### src/common/dis_pkg.sv
package dis_pkg;

    // Controller clock rate.
    localparam int CLK_MHZ = 100;

    // Bus spacing that follows every command on the memory pins.
    localparam int CMD_GAP_NS = 60;
    localparam int CMD_GAP_CYCLES = (CMD_GAP_NS * CLK_MHZ + 999) / 1000;

    // Quiet time after entering initialization before access completes.
    localparam int SETTLE_NS = 200;
    localparam int SETTLE_CYCLES = (SETTLE_NS * CLK_MHZ + 999) / 1000;

    // Register byte offsets.
    localparam int WB_ADR_W = 8;
    localparam logic [7:0] OFS_CONFIG = 8'h70;
    localparam logic [7:0] OFS_STATUS = 8'h74;
    localparam logic [7:0] OFS_INIT_CTRL = 8'h7C;

    // Field positions of the initialization control register.
    localparam int BIT_INIT = 31;
    localparam int BIT_CTRL = 30;
    localparam int BIT_ZQ = 29;
    localparam int BIT_CKE = 28;
    localparam int BIT_RST = 27;
    localparam int BIT_MRS = 26;
    localparam int BIT_REF = 25;
    localparam int BIT_PCHG = 24;
    localparam int CS_LSB = 20;
    localparam int CS_W = 3;
    localparam int BANK_LSB = 16;
    localparam int BANK_W = 3;
    localparam int ADDR_LSB = 0;
    localparam int MEM_ADDR_W = 16;

    // Field positions of the configuration and status registers.
    localparam int CFG_DDR3 = 0;
    localparam int CFG_UNBUF = 1;
    localparam int CFG_PAIR_LSB = 4;
    localparam int PAIR_W = 2;
    localparam int STS_DONE = 0;
    localparam int STS_BUSY = 1;

    localparam int NUM_CS = 8;
    localparam int NUM_KIND = 5;
    localparam int AP_BIT = 10;

    // Command encodings as {ras_n, cas_n, we_n}.
    localparam logic [2:0] RCW_MRS = 3'h0;
    localparam logic [2:0] RCW_REF = 3'h1;
    localparam logic [2:0] RCW_PCHG = 3'h2;
    localparam logic [2:0] RCW_ZQ = 3'h6;
    localparam logic [2:0] RCW_NOP = 3'h7;

    typedef enum logic [2:0] {
        K_MRS = 3'h0,
        K_REF = 3'h1,
        K_PCHG = 3'h2,
        K_ZQ = 3'h3,
        K_CTRL = 3'h4
    } dis_kind_e;

    typedef enum logic [1:0] {
        ST_IDLE = 2'h0,
        ST_DRIVE = 2'h1,
        ST_GAP = 2'h3
    } dis_state_e;

endpackage

### src/common/dis_cmd_if.sv
`timescale 1ns/10ps
interface dis_cmd_if;
    logic req;
    dis_pkg::dis_kind_e kind;
    logic [dis_pkg::NUM_CS-1:0] cs_n;
    logic [dis_pkg::BANK_W-1:0] bank;
    logic [dis_pkg::MEM_ADDR_W-1:0] addr;
    logic busy;
    logic done;

    modport launcher (output req, kind, cs_n, bank, addr, input busy, done);
    modport issuer (input req, kind, cs_n, bank, addr, output busy, done);
endinterface

### src/hw/dis_cmd_issuer.sv
`timescale 1ns/10ps
module dis_cmd_issuer (
    input wire logic clock,
    input wire logic resetn,
    dis_cmd_if.issuer cmd,
    output logic [dis_pkg::NUM_CS-1:0] mem_cs_n,
    output logic mem_ras_n,
    output logic mem_cas_n,
    output logic mem_we_n,
    output logic [dis_pkg::BANK_W-1:0] mem_bank,
    output logic [dis_pkg::MEM_ADDR_W-1:0] mem_addr
);

    localparam int GAP_HI = dis_pkg::CMD_GAP_CYCLES + 1;

    typedef struct packed {
        dis_pkg::dis_state_e state;
        logic [7:0] gap;
        logic done;
        logic [dis_pkg::NUM_CS-1:0] cs_n;
        logic [2:0] rcw;
        logic [dis_pkg::BANK_W-1:0] bank;
        logic [dis_pkg::MEM_ADDR_W-1:0] addr;
    } dis_iss_s;

    dis_iss_s st;
    dis_iss_s next_st;

    // A command owns the pins for one cycle, then NOPs hold the gap.
    always_comb begin
        next_st = st;
        next_st.done = 1'b0;
        case (st.state)
            dis_pkg::ST_IDLE: begin
                if (cmd.req) begin
                    next_st.state = dis_pkg::ST_DRIVE;
                    next_st.cs_n = cmd.cs_n;
                    next_st.bank = cmd.bank;
                    next_st.addr = cmd.addr;
                    case (cmd.kind)
                        dis_pkg::K_REF: next_st.rcw = dis_pkg::RCW_REF;
                        dis_pkg::K_PCHG: begin
                            next_st.rcw = dis_pkg::RCW_PCHG;
                            next_st.addr[dis_pkg::AP_BIT] = 1'b1; // see RQ13
                        end
                        dis_pkg::K_ZQ: begin
                            next_st.rcw = dis_pkg::RCW_ZQ; // see RQ8
                            next_st.addr[dis_pkg::AP_BIT] = 1'b1;
                        end
                        default: next_st.rcw = dis_pkg::RCW_MRS;
                    endcase
                end
            end
            dis_pkg::ST_DRIVE: begin
                next_st.state = dis_pkg::ST_GAP;
                next_st.gap = 8'(dis_pkg::CMD_GAP_CYCLES - 1);
                next_st.cs_n = '1;
                next_st.rcw = dis_pkg::RCW_NOP;
            end
            dis_pkg::ST_GAP: begin
                if (st.gap == 8'h00) begin
                    next_st.state = dis_pkg::ST_IDLE;
                    next_st.done = 1'b1; // see RQ19
                end else begin
                    next_st.gap = st.gap - 8'h01;
                end
            end
            default: next_st.state = dis_pkg::ST_IDLE;
        endcase
    end

    always_ff @(posedge clock) begin
        if (!resetn) begin
            st <= '0;
            st.state <= dis_pkg::ST_IDLE;
            st.cs_n <= '1;
            st.rcw <= dis_pkg::RCW_NOP;
        end else begin
            st <= next_st;
        end
    end

    assign cmd.busy = (st.state != dis_pkg::ST_IDLE);
    assign cmd.done = st.done;
    assign mem_cs_n = st.cs_n;
    assign {mem_ras_n, mem_cas_n, mem_we_n} = st.rcw;
    assign mem_bank = st.bank;
    assign mem_addr = st.addr;
endmodule

### src/hw/dis_init_sequencer.sv
// Summary of operation
// RQ1 - Setting init enable enters init mode, holds memory reset, drops CKE.
// RQ2 - Software waits for access complete before raising CKE or reset.
// RQ3 - Software runs the full standard init sequence for its module type.
// RQ4 - Software clears init enable when the sequence is finished.
// RQ5 - Link stop should stay deasserted while init enable is set.
// RQ6 - Software sets at most one command bit per write.
// RQ7 - Control-word bit sends a word to the chosen pair; DDR3 registered.
// RQ8 - ZQ bit issues ZQ calibration, self-clears, valid only in DDR3.
// RQ9 - CKE-raise bit drives CKE high; clearing it never lowers CKE.
// RQ10 - Reset-release bit releases memory reset; clearing never reasserts.
// RQ11 - Mode-register bit issues MRS with programmed address and bank.
// RQ12 - Refresh bit issues one auto refresh, then self-clears.
// RQ13 - Precharge-all bit issues precharge-all, then self-clears.
// RQ14 - Unbuffered: CS field used only outside init; else all selects.
// RQ15 - Registered DDR3: CS field used only during software init.
// RQ16 - CS field is a binary index, 000b to chip select 0 up to 7.
// RQ17 - Mode register commands drive the register bank value on the pins.
// RQ18 - Mode register commands drive the 16-bit address value on pins.
// RQ19 - Command bits read one while pending, clear on completion.
//
// Decided for this implementation: register access over Wishbone.
`timescale 1ns/10ps
module dis_init_sequencer (
    input wire logic clock,
    input wire logic resetn,
    input wire logic wb_cyc_i,
    input wire logic wb_stb_i,
    input wire logic wb_we_i,
    input wire logic [dis_pkg::WB_ADR_W-1:0] wb_adr_i,
    input wire logic [3:0] wb_sel_i,
    input wire logic [31:0] wb_dat_i,
    output logic [31:0] wb_dat_o,
    output logic wb_ack_o,
    output logic mem_reset_n,
    output logic mem_cke,
    output logic [dis_pkg::NUM_CS-1:0] mem_cs_n,
    output logic mem_ras_n,
    output logic mem_cas_n,
    output logic mem_we_n,
    output logic [dis_pkg::BANK_W-1:0] mem_bank,
    output logic [dis_pkg::MEM_ADDR_W-1:0] mem_addr
);

    typedef struct packed {
        logic ack;
        logic [31:0] rdata;
        logic init;
        logic keep_cke;
        logic keep_rst;
        logic [dis_pkg::NUM_KIND-1:0] pend;
        logic [dis_pkg::CS_W-1:0] cs_sel;
        logic [dis_pkg::BANK_W-1:0] bank;
        logic [dis_pkg::MEM_ADDR_W-1:0] addr;
        logic ddr3;
        logic unbuf;
        logic [dis_pkg::PAIR_W-1:0] pair;
        logic req;
        logic inflight;
        dis_pkg::dis_kind_e kind;
        logic [dis_pkg::NUM_CS-1:0] cs_n_req;
        logic [7:0] settle;
        logic cke;
        logic rst_n;
    } dis_top_s;

    dis_top_s st;
    dis_top_s next_st;

    dis_cmd_if cmd ();

    // Byte lanes not selected keep their old contents.
    function automatic logic [31:0] merge_bytes(input logic [31:0] old,
                                                input logic [31:0] data,
                                                input logic [3:0] sel);
        logic [31:0] res;
        res = old;
        for (int b = 0; b < 4; b++) begin
            if (sel[b]) begin
                res[b*8 +: 8] = data[b*8 +: 8];
            end
        end
        return res;
    endfunction

    // Active-low select for one chip select given by a binary index.
    function automatic logic [dis_pkg::NUM_CS-1:0] cs_one_hot(
        input logic [dis_pkg::CS_W-1:0] idx);
        return ~(8'h01 << idx); // see RQ16
    endfunction

    // Active-low select for both chip selects of a pair.
    function automatic logic [dis_pkg::NUM_CS-1:0] pair_mask(
        input logic [dis_pkg::PAIR_W-1:0] pair);
        return ~(8'h03 << {pair, 1'b0});
    endfunction

    logic [7:0] adr_word;
    logic wr_fire;
    logic wr_init;
    logic wr_cfg;
    logic init_rise;
    logic set_cke;
    logic set_rst;
    logic unbuf_path;
    logic use_field;
    logic access_done;
    logic [31:0] init_word;
    logic [31:0] cfg_word;
    logic [31:0] sts_word;

    assign adr_word = {wb_adr_i[7:2], 2'b00};
    // Writes take effect at the edge on which ack is presented.
    assign wr_fire = wb_cyc_i && wb_stb_i && wb_we_i && st.ack;
    assign wr_init = wr_fire && (adr_word == dis_pkg::OFS_INIT_CTRL);
    assign wr_cfg = wr_fire && (adr_word == dis_pkg::OFS_CONFIG);
    assign init_rise = wr_init && wb_sel_i[3] && wb_dat_i[dis_pkg::BIT_INIT]
                       && !st.init;
    assign set_cke = wr_init && wb_sel_i[3] && wb_dat_i[dis_pkg::BIT_CKE];
    assign set_rst = wr_init && wb_sel_i[3] && wb_dat_i[dis_pkg::BIT_RST];

    // DDR2 behaves like an unbuffered module for chip select choice.
    assign unbuf_path = !st.ddr3 || st.unbuf;
    assign use_field = unbuf_path ? !st.init : st.init; // see RQ14, RQ15, RQ4

    // Access completes once the settle time is over and no command waits.
    assign access_done = (st.settle == 8'h00) && (st.pend == '0)
                         && !st.inflight; // see RQ2

    always_comb begin
        init_word = '0;
        init_word[dis_pkg::BIT_INIT] = st.init;
        init_word[dis_pkg::BIT_CTRL] = st.pend[dis_pkg::K_CTRL]; // see RQ19
        init_word[dis_pkg::BIT_ZQ] = st.pend[dis_pkg::K_ZQ];
        init_word[dis_pkg::BIT_CKE] = st.keep_cke;
        init_word[dis_pkg::BIT_RST] = st.keep_rst;
        init_word[dis_pkg::BIT_MRS] = st.pend[dis_pkg::K_MRS];
        init_word[dis_pkg::BIT_REF] = st.pend[dis_pkg::K_REF];
        init_word[dis_pkg::BIT_PCHG] = st.pend[dis_pkg::K_PCHG];
        init_word[dis_pkg::CS_LSB +: dis_pkg::CS_W] = st.cs_sel;
        init_word[dis_pkg::BANK_LSB +: dis_pkg::BANK_W] = st.bank;
        init_word[dis_pkg::ADDR_LSB +: dis_pkg::MEM_ADDR_W] = st.addr;
        cfg_word = '0;
        cfg_word[dis_pkg::CFG_DDR3] = st.ddr3;
        cfg_word[dis_pkg::CFG_UNBUF] = st.unbuf;
        cfg_word[dis_pkg::CFG_PAIR_LSB +: dis_pkg::PAIR_W] = st.pair;
        sts_word = '0;
        sts_word[dis_pkg::STS_DONE] = access_done;
        sts_word[dis_pkg::STS_BUSY] = st.inflight;
    end

    always_comb begin
        logic found;
        logic [31:0] m;
        logic [dis_pkg::NUM_KIND-1:0] valid_kind;
        found = 1'b0;
        m = '0;
        valid_kind = '1;
        valid_kind[dis_pkg::K_ZQ] = st.ddr3; // see RQ8
        valid_kind[dis_pkg::K_CTRL] = st.ddr3 && !st.unbuf; // see RQ7
        next_st = st;
        next_st.req = 1'b0;

        // Bus slave: one wait state, unmapped words read zero.
        next_st.ack = wb_cyc_i && wb_stb_i && !st.ack;
        if (wb_cyc_i && wb_stb_i && !st.ack) begin
            case (adr_word)
                dis_pkg::OFS_INIT_CTRL: next_st.rdata = init_word;
                dis_pkg::OFS_CONFIG: next_st.rdata = cfg_word;
                dis_pkg::OFS_STATUS: next_st.rdata = sts_word;
                default: next_st.rdata = '0;
            endcase
        end

        if (st.settle != 8'h00) begin
            next_st.settle = st.settle - 8'h01;
        end

        // Completion clears the bit before any new write can set it again.
        if (cmd.done) begin
            next_st.inflight = 1'b0;
            next_st.pend[st.kind] = 1'b0; // see RQ19
        end

        // Fixed priority keeps the outcome defined if several bits are set.
        if (!st.inflight) begin // see RQ6
            for (int i = 0; i < dis_pkg::NUM_KIND; i++) begin
                if (!found && st.pend[i]) begin
                    found = 1'b1;
                    if (valid_kind[i]) begin
                        next_st.req = 1'b1;
                        next_st.inflight = 1'b1;
                        next_st.kind = dis_pkg::dis_kind_e'(3'(i));
                    end else begin
                        // An unsupported command completes without output.
                        next_st.pend[i] = 1'b0; // see RQ7, RQ8
                    end
                end
            end
        end

        case (next_st.kind)
            dis_pkg::K_MRS: begin
                next_st.cs_n_req = use_field ? cs_one_hot(st.cs_sel) : '0;
            end
            dis_pkg::K_CTRL: next_st.cs_n_req = pair_mask(st.pair); // see RQ7
            default: next_st.cs_n_req = '0;
        endcase
        if (!next_st.req) begin
            next_st.cs_n_req = st.cs_n_req;
        end

        if (wr_init) begin
            m = merge_bytes(init_word, wb_dat_i, wb_sel_i);
            next_st.init = m[dis_pkg::BIT_INIT];
            next_st.keep_cke = m[dis_pkg::BIT_CKE];
            next_st.keep_rst = m[dis_pkg::BIT_RST];
            next_st.cs_sel = m[dis_pkg::CS_LSB +: dis_pkg::CS_W];
            next_st.bank = m[dis_pkg::BANK_LSB +: dis_pkg::BANK_W];
            next_st.addr = m[dis_pkg::ADDR_LSB +: dis_pkg::MEM_ADDR_W];
            if (wb_sel_i[3]) begin
                // Command bits are write-one-to-set; writing zero is ignored.
                if (wb_dat_i[dis_pkg::BIT_CTRL]) begin
                    next_st.pend[dis_pkg::K_CTRL] = 1'b1; // see RQ7
                end
                if (wb_dat_i[dis_pkg::BIT_ZQ]) begin
                    next_st.pend[dis_pkg::K_ZQ] = 1'b1; // see RQ8
                end
                if (wb_dat_i[dis_pkg::BIT_MRS]) begin
                    next_st.pend[dis_pkg::K_MRS] = 1'b1; // see RQ11
                end
                if (wb_dat_i[dis_pkg::BIT_REF]) begin
                    next_st.pend[dis_pkg::K_REF] = 1'b1; // see RQ12
                end
                if (wb_dat_i[dis_pkg::BIT_PCHG]) begin
                    next_st.pend[dis_pkg::K_PCHG] = 1'b1; // see RQ13
                end
            end
        end

        if (wr_cfg) begin
            m = merge_bytes(cfg_word, wb_dat_i, wb_sel_i);
            next_st.ddr3 = m[dis_pkg::CFG_DDR3];
            next_st.unbuf = m[dis_pkg::CFG_UNBUF];
            next_st.pair = m[dis_pkg::CFG_PAIR_LSB +: dis_pkg::PAIR_W];
        end

        // Entering init wins over a CKE or reset release in the same write.
        if (init_rise) begin
            next_st.cke = 1'b0; // see RQ1
            next_st.rst_n = 1'b0;
            next_st.settle = 8'(dis_pkg::SETTLE_CYCLES);
        end else begin
            if (set_cke) begin
                next_st.cke = 1'b1; // see RQ9
            end
            if (set_rst) begin
                next_st.rst_n = 1'b1; // see RQ10
            end
        end
    end

    always_ff @(posedge clock) begin
        if (!resetn) begin
            st <= '0;
        end else begin
            st <= next_st;
        end
    end

    assign cmd.req = st.req;
    assign cmd.kind = st.kind;
    assign cmd.cs_n = st.cs_n_req;
    assign cmd.bank = st.bank; // see RQ17
    assign cmd.addr = st.addr; // see RQ18
    assign wb_ack_o = st.ack;
    assign wb_dat_o = st.rdata;
    assign mem_cke = st.cke;
    assign mem_reset_n = st.rst_n;

    dis_cmd_issuer u_issuer (
        .clock(clock),
        .resetn(resetn),
        .cmd(cmd),
        .mem_cs_n(mem_cs_n),
        .mem_ras_n(mem_ras_n),
        .mem_cas_n(mem_cas_n),
        .mem_we_n(mem_we_n),
        .mem_bank(mem_bank),
        .mem_addr(mem_addr)
    );

    logic on_pins;
    logic mrs_on_pins;
    logic ref_on_pins;
    logic pchg_on_pins;
    logic zq_on_pins;
    assign on_pins = (mem_cs_n != '1);
    assign mrs_on_pins = on_pins && ({mem_ras_n, mem_cas_n, mem_we_n}
                         == dis_pkg::RCW_MRS);
    assign ref_on_pins = on_pins && ({mem_ras_n, mem_cas_n, mem_we_n}
                         == dis_pkg::RCW_REF);
    assign pchg_on_pins = on_pins && ({mem_ras_n, mem_cas_n, mem_we_n}
                          == dis_pkg::RCW_PCHG);
    assign zq_on_pins = on_pins && ({mem_ras_n, mem_cas_n, mem_we_n}
                        == dis_pkg::RCW_ZQ);
endmodule

### config.mk
export PLATFORM = sky130hd
export DESIGN_NAME = dis_init_sequencer
export DESIGN_NICKNAME = d
export VERILOG_FILES = /design/src/common/dis_pkg.sv /design/src/common/dis_cmd_if.sv /design/src/hw/dis_cmd_issuer.sv /design/src/hw/dis_init_sequencer.sv
export SDC_FILE = /design/constraint.sdc
export NUM_CORES = 1
export LEC_CHECK = 0
export CORE_MARGIN = 10
export CORE_UTILIZATION = 60
export CTS_CLUSTER_DIAMETER = 200
export DETAILED_ROUTE_END_ITERATION = 6
export DONT_BUFFER_PORTS = 1
export GPL_ROUTABILITY_DRIVEN = 0
export PLACE_DENSITY = 0.76
export SETUP_SLACK_MARGIN = 0.4
export SLEW_MARGIN = 20
export SYNTH_ARGS = -nofsm -noshare
export SYNTH_HDL_FRONTEND = slang
export SYNTH_SLANG_ARGS = --single-unit
### constraint.sdc
create_clock -name clock -period 5.23 [get_ports clock]
set_input_delay 0.523 -clock clock [delete_from_list [all_inputs] [get_ports clock]]
set_output_delay 0.523 -clock clock [all_outputs]
set_load 0.01 [all_outputs]
==> flow_summary.ini, run 1 <==
[critical_path]
start_kind = register
cp.buffers_inverters = 0
critPathTopFamily = simple AND/OR/NAND/NOR gates
slowest_delay_ns = 0.56
critPathKind = reg2reg
timing.rr.start = cmd.req$_SDFF_PN0_
critPathSlowestCell = dfxtp_1
cp_cell_sequence = nor2b_1 -> nand2_1 -> nor3_1 -> nor3_1
path_common_cell = nor3_1
critical_path_arrival_ns = 2.55
cp-end-kind = register
critPathMaxFanout = 19
cp.required_ns = 5.61
cp-startpoint = cmd.req$_SDFF_PN0_

[yosys]
netlist_instances = 687
async_reset_ff_share_pct = 0
synth-edff-count = 0
ys_warn_count = 0
synth_top_area_share_pct = 46.2
yosys.area.top_type = dfxtp_1
ys_seq_area_share_pct = 46.2
ys_ff_latch = 129
synth.distinct_cells = 54
synth.avg_cell_area_um2 = 8.14
netlist_top_cells_area = dfxtp_1 (46%), a21oi_1 (8.6%), nand2_1 (8.3%)
netlist_area_mm2 = 0.00559
ys.flop_type = dfxtp_1

[cts]
clock-sinks = 129
cts_made_buffers = 17
clkLatencyLatePin_ns = 0.52
postCtsSetupRepairBufs = 0
tritoncts = done
htreeDepth = 4
post_cts_resize_count = 0
root_buffer = clkbuf_8
clockBufferDepth = 2
clkTransAtPathRegs_ns = 0.06
holdBufCountCts = 0

[timing]
setup_violations = 0
fin_crit_sh_pct = 41.5
period_needed_ns = 2.17
relSlewSlack_pct = 48.0
hold_viol_final = 0
tns_ns = 0
worstMarginPinSlew_ns = 0.774
finalWorstSetupSlack_ns = 3.06
slew_viol_final = 0
grt_setup_unrepaired = no
max_freq_ghz = 0.461
clock-skew-final_ns = 0.00549

[pwr]
pwr-share-seq_pct = 43.6
p_switching_uw = 573
p_sw_share_pct = 24.3
power.density_mw_per_mm2 = 407
p_leak_uw = 0.00192
internal_power_uw = 1790
power.share.clock_pct = 48.8
ir_worst_vdd_mv = 0.258
pwr-share-comb_pct = 7.6

[drt]
drt_first_pass_iters = 6
drcViolationCount = 0
routed_via_density = 6.04
via_count = 4460
wirelength_mm = 13.5
antenna_left = 0
post_drt_wl_per_cell_um = 18.4
first_iter_violations = 312

[cells_and_area]
nNetsFinal = 667
final_common_cell = dfxtp_1
drive_above_1_share_pct = 8.13
syn_to_final_growth_pct = 3.60
fin_cells = 738
fillers = 756
diodes = 0
final_util_pct = 63.3
final_cell_mix = dfxtp_1 (129), nand2_1 (123), a21oi_1 (96), nand3_1 (54), nor2_1 (45)

[global_routing]
grt_pass1_wl_mm = 21.4
overflow = 0
grt_max_degree = 64
antenna_found_initial = 0
grt_usage_pct = 19.8
grt_pass1_vias = 4217

[floorplan]
dieArea_mm2 = 0.0136
chipHeight_um = 117
rows = 35
pin_count = 114
coreArea_mm2 = 0.00915
die_width_um = 117
start_util_pct = 61.1

[placement]
pre_cts_ws_ns = 2.47
place_inst = 706
portBuffers = 0
place_hpwl_mm = 9.54

[run_status]
status = finished clean

[run]
drv_cap = 0

[hold_path]
hold_path_class = in2reg
worstHoldStart = resetn
[kinds of logic after synthesis]
family | count (synthesis) | synth area share [%]
muxes | 9 | 1.63
xor gates and xnor gates | 8 | 1.25
AOI/OAI and AO/OA | 147 | 15.5
DFF | 129 | 46.2
adders and majority gates | 4 | 0.895
and+or+nand+nor | 281 | 23.2
other | 1 | 0.0671
buffers and inverters | 108 | 11.2
[worst paths after layout]
check,end,slack [ns],depth (start not counted)
worst max-delay path,u_issuer.mem_addr[10]$_SDFFE_PN0P_,3.06,4
worst min-delay path,u_issuer.mem_cs_n[7]$_SDFFE_PN1P_,0.08,1
worst max register to register,u_issuer.mem_addr[10]$_SDFFE_PN0P_,3.06,4
worst min register to register,cmd.cs_n[4]$_SDFFE_PN0P_,0.46,1
[sequential cells by signal, indices dropped and copies added (netlist names), 3 cells and up]
signal / count
cmd.cs_n: 8
cfg_word: 4
u_issuer.mem_bank: 3
st: 9
cmd.bank: 3
wb_dat_o: 30
u_issuer.st: 10
u_issuer.mem_cs_n: 8
init_word: 11
cmd.kind: 3
cmd.addr: 16
u_issuer.mem_addr: 16
[routing by layer]
layer | track usage, % | wire length [um] | up-vias
li1 | - | - | 2163
met1 | 23.5 | 5610 | 2129
met2 | 31.1 | 6310 | 145
met3 | 7.86 | 1330 | 23
met4 | 8.32 | 299 | 0
met5 | 0 | 0 | -
[power by group through the flow]
| stage | logic (uW) | clock network [uW] | registers, uW |
|---|---|---|---|
| global route | 205 | 1210 | 1030 |
| finish | 179 | 1150 | 1030 |
| CTS | 179 | 1160 | 1030 |
| floorplan | 156 | 0 | 1040 |
| detailed placement | 178 | 0 | 1050 |
| global placement | 170 | 0 | 1050 |
[stage by stage]
| step | cell area (um2) | power (uW) | hold WS [ns] |
|---|---|---|---|
| finish | 5790 | 2360 | 0.0766 |
| global route | 5790 | 2440 | 0.0645 |
| CTS | 5770 | 2370 | 0.0552 |
| detailed placement | 5190 | 1230 | 0.448 |
| global placement | 5190 | 1220 | 0.452 |
| floorplan | 5600 | 1200 | 0.432 |
[cell usage after synthesis (3+ instances only)]
| cell | number |
|---|---|
| o21ai_0 | 5 |
| and2_1 | 4 |
| nand3b_1 | 6 |
| nor4_1 | 5 |
| a22o_1 | 3 |
| xnor2_1 | 5 |
| ha_1 | 4 |
| nand4b_1 | 3 |
| o22a_1 | 6 |
| a31oi_1 | 3 |
| a21oi_1 | 96 |
| a22oi_1 | 4 |
| nor2_1 | 47 |
| o2bb2ai_1 | 8 |
| or3b_2 | 3 |
| dfxtp_1 | 129 |
| mux2i_1 | 8 |
| nand3_1 | 54 |
| o22ai_1 | 8 |
| clkbuf_1 | 36 |
| nor2b_1 | 6 |
| nand2_1 | 123 |
| nand2b_1 | 3 |
| inv_1 | 11 |
| nor3_1 | 13 |
| xor2_1 | 3 |
| buf_4 | 59 |
[final cells by class]
cell class                      instances  area, um2  area share (%)
Inverter                               12       45.0           0.778
Clock buffer                           18        428            7.39
Tap cell                              111        139            2.40
Timing Repair Buffer                    3       22.5           0.389
Multi-Input combinational cell        451       2420            41.8
Sequential cell                       129       2580            44.6
Clock inverter                         14        155            2.68
(Power assumes the default switching activity.)
==> inputs of run 2 (changes only) <==
--- a/config.mk
+++ b/config.mk
@@ -5,6 +5,7 @@
 export SDC_FILE = /design/constraint.sdc
 export NUM_CORES = 1
 export LEC_CHECK = 0
+export ABC_AREA = 1
 export CORE_MARGIN = 10
 export CORE_UTILIZATION = 60
 export CTS_CLUSTER_DIAMETER = 200
==> constraint.sdc (replaced) <==
create_clock -name clock -period 2 [get_ports clock]
set_input_delay 0.2 -clock clock [delete_from_list [all_inputs] [get_ports clock]]
set_output_delay 0.2 -clock clock [all_outputs]
set_load 0.01 [all_outputs]
==> run 2 against run 1 <==
Sequential power grew to 2.7 times the previous value. Sequential share of layout area decreased by 6.1 points. Setup slack lost 2.7 ns. Critical path type unchanged. Die area is 2.5% higher. Worst hold slack lost 0.074 ns. Global-route usage rose by 0.35 points. Combinational power grew to 3.6 times the previous value. Largest power group unchanged. Largest cell class unchanged. Sequential cell count stayed put.
==> flow_summary.ini, run 2 <==
[drt]
routed_via_density = 5.66
post_drt_wl_per_cell_um = 17.4
via_count = 4951
drcViolationCount = 0
drt_first_pass_iters = 7
first_iter_violations = 552
antenna_left = 0
wirelength_mm = 15.2

[critical_path]
critPathTopFamily = simple AND/OR/NAND/NOR gates
worstSetupPathDepth = 11
path_common_cell = nand2_2
cp.buffers_inverters = 0
critPathKind = reg2reg
critical_path_arrival_ns = 2.08
cp_cell_sequence = nor2_4 -> nand2_4 -> nor2_4 -> nor2_2 -> nand2_2 -> nand2_4 -> nor2_8 -> nand3_2 -> nand2_2 -> nand2_2 -> a21oi_2
worst-r2r-cell-count = 11
start_kind = register
critPathSlowestCell = dfxtp_4
cp.required_ns = 2.45
slowest_delay_ns = 0.35
critPathMaxFanout = 7
cp-end-kind = register

[cts]
clockBufferDepth = 2
root_buffer = clkbuf_8
clock-sinks = 129
tritoncts = done
cts_made_buffers = 17
clkTransAtPathRegs_ns = 0.06
htreeDepth = 4
clkLatencyLatePin_ns = 0.52

[yosys]
synth_common_cells = dfxtp_1 (129), nand2_1 (112), a21oi_1 (86)
synth_top_area_share_pct = 44.9
synth.distinct_cells = 46
ys.flop_type = dfxtp_1
netlist_instances = 735
ys_seq_area_share_pct = 44.9
async_reset_ff_share_pct = 0
netlist_area_mm2 = 0.00576
synth.avg_cell_area_um2 = 7.83
ys_warn_count = 0
yosys.area.top_type = dfxtp_1
synth-edff-count = 0
synth_most_common_cell = dfxtp_1
netlist_top_cells_area = dfxtp_1 (45%), buf_4 (7.7%), a21oi_1 (7.5%)
ys_ff_latch = 129

[global_routing]
grt_max_degree = 80
antenna_found_initial = 0
use_met1_pct = 23.7
grt_usage_pct = 20.1
grtUsageMet3_pct = 8.11
grt_pass1_vias = 4554
met2_usage_pct = 32.7
overflow = 0
grt-busiest-layer = met2
grt_pass1_wl_mm = 23.2

[placement]
placed_area_mm2 = 0.00543
portBuffers = 0
place_inst = 786
place_hpwl_mm = 9.76

[timing]
grt_setup_unrepaired = yes
setup_violations = 0
hold_viol_final = 0
slew_viol_final = 0
fin_crit_sh_pct = 81.3
max_freq_ghz = 0.615
period_needed_ns = 1.63
clock-skew-final_ns = 0.00891
tns_ns = 0

[cells_and_area]
fin_cells = 874
diodes = 0
final_cell_mix = dfxtp_1 (124), nand2_1 (104), a21oi_1 (86), o21ai_0 (76), inv_1 (63)
drive_above_1_share_pct = 16.6
final_common_cell = dfxtp_1
nNetsFinal = 785
fillers = 655
seq_area_mm2 = 0.00259
syn_to_final_growth_pct = 17.0
post-route-cell-area_mm2 = 0.00674
multiInputGateArea_mm2 = 0.00250
largest_reg_flops = 30
final_util_pct = 72.6

[floorplan]
die_width_um = 118
coreArea_mm2 = 0.00928
chipHeight_um = 118
pin_count = 114
rows = 35
dieArea_mm2 = 0.0139
start_util_pct = 62.0

[hold_path]
holdPathStages = 2
hold_path_class = in2reg

[pwr]
power.total_uw = 6520
ir_worst_vdd_mv = 0.480
power.density_mw_per_mm2 = 968
p_leak_uw = 0.00271

[run_status]
status = finished clean

[run]
drv_cap = 0
[run 2: worst paths after layout]
path                              start                          to  slack (ns)
max reg2reg    init_word[25]$_SDFF_PN0_    cmd.cs_n[2]$_SDFFE_PN0P_        0.37
min reg2reg  init_word[27]$_SDFFE_PN0P_  init_word[27]$_SDFFE_PN0P_        0.47
max            init_word[25]$_SDFF_PN0_    cmd.cs_n[2]$_SDFFE_PN0P_        0.37
min                         wb_sel_i[1]   cmd.addr[11]$_SDFFE_PN0P_       0.003
[run 2: power breakdown]
group / total, uW / switching (uW) / internal, uW / leakage (uW)
logic: 648 / 364 / 284 / 0.00136
clock network: 3130 / 1180 / 1950 / 0.000299
registers: 2740 / 84.9 / 2660 / 0.00105
[run 2: worst register-to-register path, stage by stage, from the launching register on]
cell and delay (ns):
dfxtp_4 0.35, nor2_4 0.16, nand2_4 0.08, nor2_4 0.10, nor2_2 0.06, nand2_2 0.11, nand2_4 0.08, nor2_8 0.22
nand3_2 0.11, nand2_2 0.10, nand2_2 0.07, a21oi_2 0.13
[run 2: cells by family after synthesis]
family | after synthesis | share of synthesized area (%)
compound gates | 196 | 18.3
fa+ha+maj | 4 | 0.869
flops | 129 | 44.9
buf+inv | 156 | 14.3
simple gates | 242 | 20.5
other cells | 1 | 0.0651
xor+xnor | 7 | 1.06
[run 2: cell type report]
cell class | instances | share of cell area [%]
Clock buffer | 18 | 6.35
Multi-Input combinational cell | 451 | 37.1
Tap cell | 129 | 2.40
Timing Repair Buffer | 64 | 9.14
Clock inverter | 14 | 2.62
Sequential cell | 129 | 38.5
Inverter | 69 | 3.94
[run 2: per-stage QoR]
step / hold WS [ns] / setup WS, ns
finish: 0.00302 / 0.375
global route: 0.0134 / 0.249
CTS: 0.00620 / 0.397
detailed placement: 0.287 / 0.313
global placement: 0.290 / 0.358
floorplan: 0.341 / 0.604
[run 2: routing by layer]
layer  share of wire [%]  wire length (um)
met1                  40              6080
met5                   0                 0
met4                 1.5               235
met2                  49              7450
met3                 9.4              1420
[run 2: repair_timing]
action                     CTS  global route
setup buffers                3            15
gates resized for setup      7            32
hold endpoints to repair   105             0
hold buffers                38             0
pin swaps                    6            14
setup endpoints to repair   33            45
==> inputs of run 3 (changes only) <==
--- a/config.mk
+++ b/config.mk
@@ -7,12 +7,12 @@
 export LEC_CHECK = 0
 export ABC_AREA = 1
 export CORE_MARGIN = 10
-export CORE_UTILIZATION = 60
+export CORE_UTILIZATION = 57
 export CTS_CLUSTER_DIAMETER = 200
 export DETAILED_ROUTE_END_ITERATION = 6
 export DONT_BUFFER_PORTS = 1
 export GPL_ROUTABILITY_DRIVEN = 0
-export PLACE_DENSITY = 0.76
+export PLACE_DENSITY = 0.75
 export SETUP_SLACK_MARGIN = 0.4
 export SLEW_MARGIN = 20
 export SYNTH_ARGS = -nofsm -noshare
==> constraint.sdc (replaced) <==
create_clock -name clock -period 1.3 [get_ports clock]
set_input_delay 0.13 -clock clock [delete_from_list [all_inputs] [get_ports clock]]
set_output_delay 0.13 -clock clock [all_outputs]
set_load 0.01 [all_outputs]
==> run 3 against run 2 <==
Wire length grew 83%. Sequential share of layout area down 8.2 points. Core utilization grew 22 points. The flow now finishes with violations (DRC, hold timing, setup timing). Sequential cell count did not move.
==> flow_summary.ini, run 3 (synthesis gave the netlist of run 2 again) <==
[run_status]
status = complete, but fails checks
violations = DRC, hold timing, setup timing

[floorplan]
dieArea_mm2 = 0.0145
start_util_pct = 58.6
die_width_um = 121
chipHeight_um = 121
coreArea_mm2 = 0.00982
pin_count = 114
rows = 36

[drt]
via_count = 6378
post_drt_wl_per_cell_um = 29.3
wirelength_mm = 27.8
first_iter_violations = 954
drcViolationCount = 7
routed_via_density = 6.71
antenna_left = 0
drt_first_pass_iters = 7

[cts]
clock-sinks = 129
root_buffer = clkbuf_8
clkLatencyLatePin_ns = 0.55
htreeDepth = 4
clkTransAtPathRegs_ns = 0.07
cts_made_buffers = 17
holdBufCountCts = 24
tritoncts = done
clockBufferDepth = 2

[global_routing]
antenna_found_initial = 0
met2_usage_pct = 50.1
use_met1_pct = 26.6
grt_usage_pct = 27.7
grt_pass1_vias = 5944
grt_pass1_wl_mm = 31.6
grt_max_degree = 80
overflow = 0
grt-busiest-layer = met2
grtUsageMet3_pct = 8.89

[critical_path]
critPathKind = reg2reg
cp-startpoint = init_word[25]$_SDFF_PN0_
start_kind = register
critPathMaxFanout = 5
cp-end-kind = register
r2r_slack_ns = -0.51
critical_path.reg2reg.endpoint = cmd.cs_n[0]$_SDFFE_PN0P_
timing.rr.start = init_word[25]$_SDFF_PN0_
critical_path_arrival_ns = 2.30
cp.required_ns = 1.79
endpoint = cmd.cs_n[0]$_SDFFE_PN0P_
worst-r2r-cell-count = 11

[timing]
relSlewSlack_pct = 52.0
grt_setup_unrepaired = yes
fin_crit_sh_pct = 139
clock-skew-final_ns = 0.00729
slew_viol_final = 0
finalWorstSetupSlack_ns = -0.507
max_freq_ghz = 0.553
setup_violations = 78
period_needed_ns = 1.81
hold_viol_final = 83
whs_ns = -0.283
worstMarginPinSlew_ns = 0.719
tns_ns = -11.56

[hold_path]
hold_path_class = in2reg

[cells_and_area]
syn_to_final_growth_pct = 61.2
drive_above_1_share_pct = 60.3
post-route-cell-area_mm2 = 0.00928
seq_area_mm2 = 0.00281
multiInputGateArea_mm2 = 0.00372
final_common_cell = nand2_1
diodes = 0
final_cell_mix = nand2_1 (78), a21oi_2 (66), dfxtp_1 (54), dfxtp_4 (54), inv_1 (51)
largest_reg_flops = 30
nNetsFinal = 857
fillers = 217

[pwr]
p_leak_uw = 0.00348
power.density_mw_per_mm2 = 1220
ir_worst_vdd_mv = 0.995

[run]
drv_cap = 0

[placement]
placed_area_mm2 = 0.00592
portBuffers = 0
place_hpwl_mm = 10.4
[run 3: layout make-up]
cell class,instances,share of cell area (%)
timing repair buffer,135,17.5
clock buffer,19,4.76
tap,133,1.79
multi-input combinational,452,40.1
inverter,69,3.53
clock inverter,13,1.98
sequential,129,30.3
[run 3: repair_timing]
action,in CTS,in global routing
setup buffers,34,21
gates cloned,11,1
gates resized for setup,319,182
hold endpoints to repair,102,84
endpoints found under the setup margin,192,192
pin swaps,86,66
[run 3: critical path, cell delays in order, from the launching register on]
cell and delay [ns]:
dfxtp_2 0.34, nor2_4 0.20, nand4_1 0.18, nand2_1 0.17, nand2_2 0.11, nand2_2 0.09
nand2_4 0.07, nor3_4 0.22, nand2_1 0.10, nand3_1 0.10, nand2_1 0.10, inv_1 0.07
[run 3: how the worst min path moves through the flow]
stage,from,endpoint,slack [ns],cells past startpoint
finish,resetn,cmd.addr[13]$_SDFFE_PN0P_,-0.28,2
global route,resetn,u_issuer.mem_bank[0]$_SDFFE_PN0P_,-0.32,2
CTS,resetn,u_issuer.mem_cs_n[2]$_SDFFE_PN1P_,-0.33,1
detailed placement,resetn,u_issuer.mem_cs_n[3]$_SDFFE_PN1P_,0.22,1
global placement,resetn,u_issuer.mem_cs_n[5]$_SDFFE_PN1P_,0.22,1
floorplan,wb_dat_i[2],cmd.addr[2]$_SDFFE_PN0P_,0.26,2
[run 3: where the power goes]
group	switching, uW	internal [uW]	leakage, uW
clock	1980	3220	0.000308
combinational	1070	809	0.00209
sequential	193	4020	0.00109
total	3240	8050	0.00348
[run 3: per-stage QoR]
step                      util, %  std cells  total power (uW)  setup slack (ns)
after floorplan                 -        736              5020           -0.0667
after global placement       60.3        827              5050            -0.154
after detailed placement     60.3        827              5110            -0.218
after CTS                    85.2        928             10600            -0.238
after global routing         94.5        950             11500            -0.567
final                        94.5        950             11300            -0.507
[run 3: per-layer routing]
metal  share of wire [%]  up-vias
li1                    -     2526
met1                  34     3026
met2                  48      606
met3                 9.9      220
met4                 8.3        0
met5                   0        -
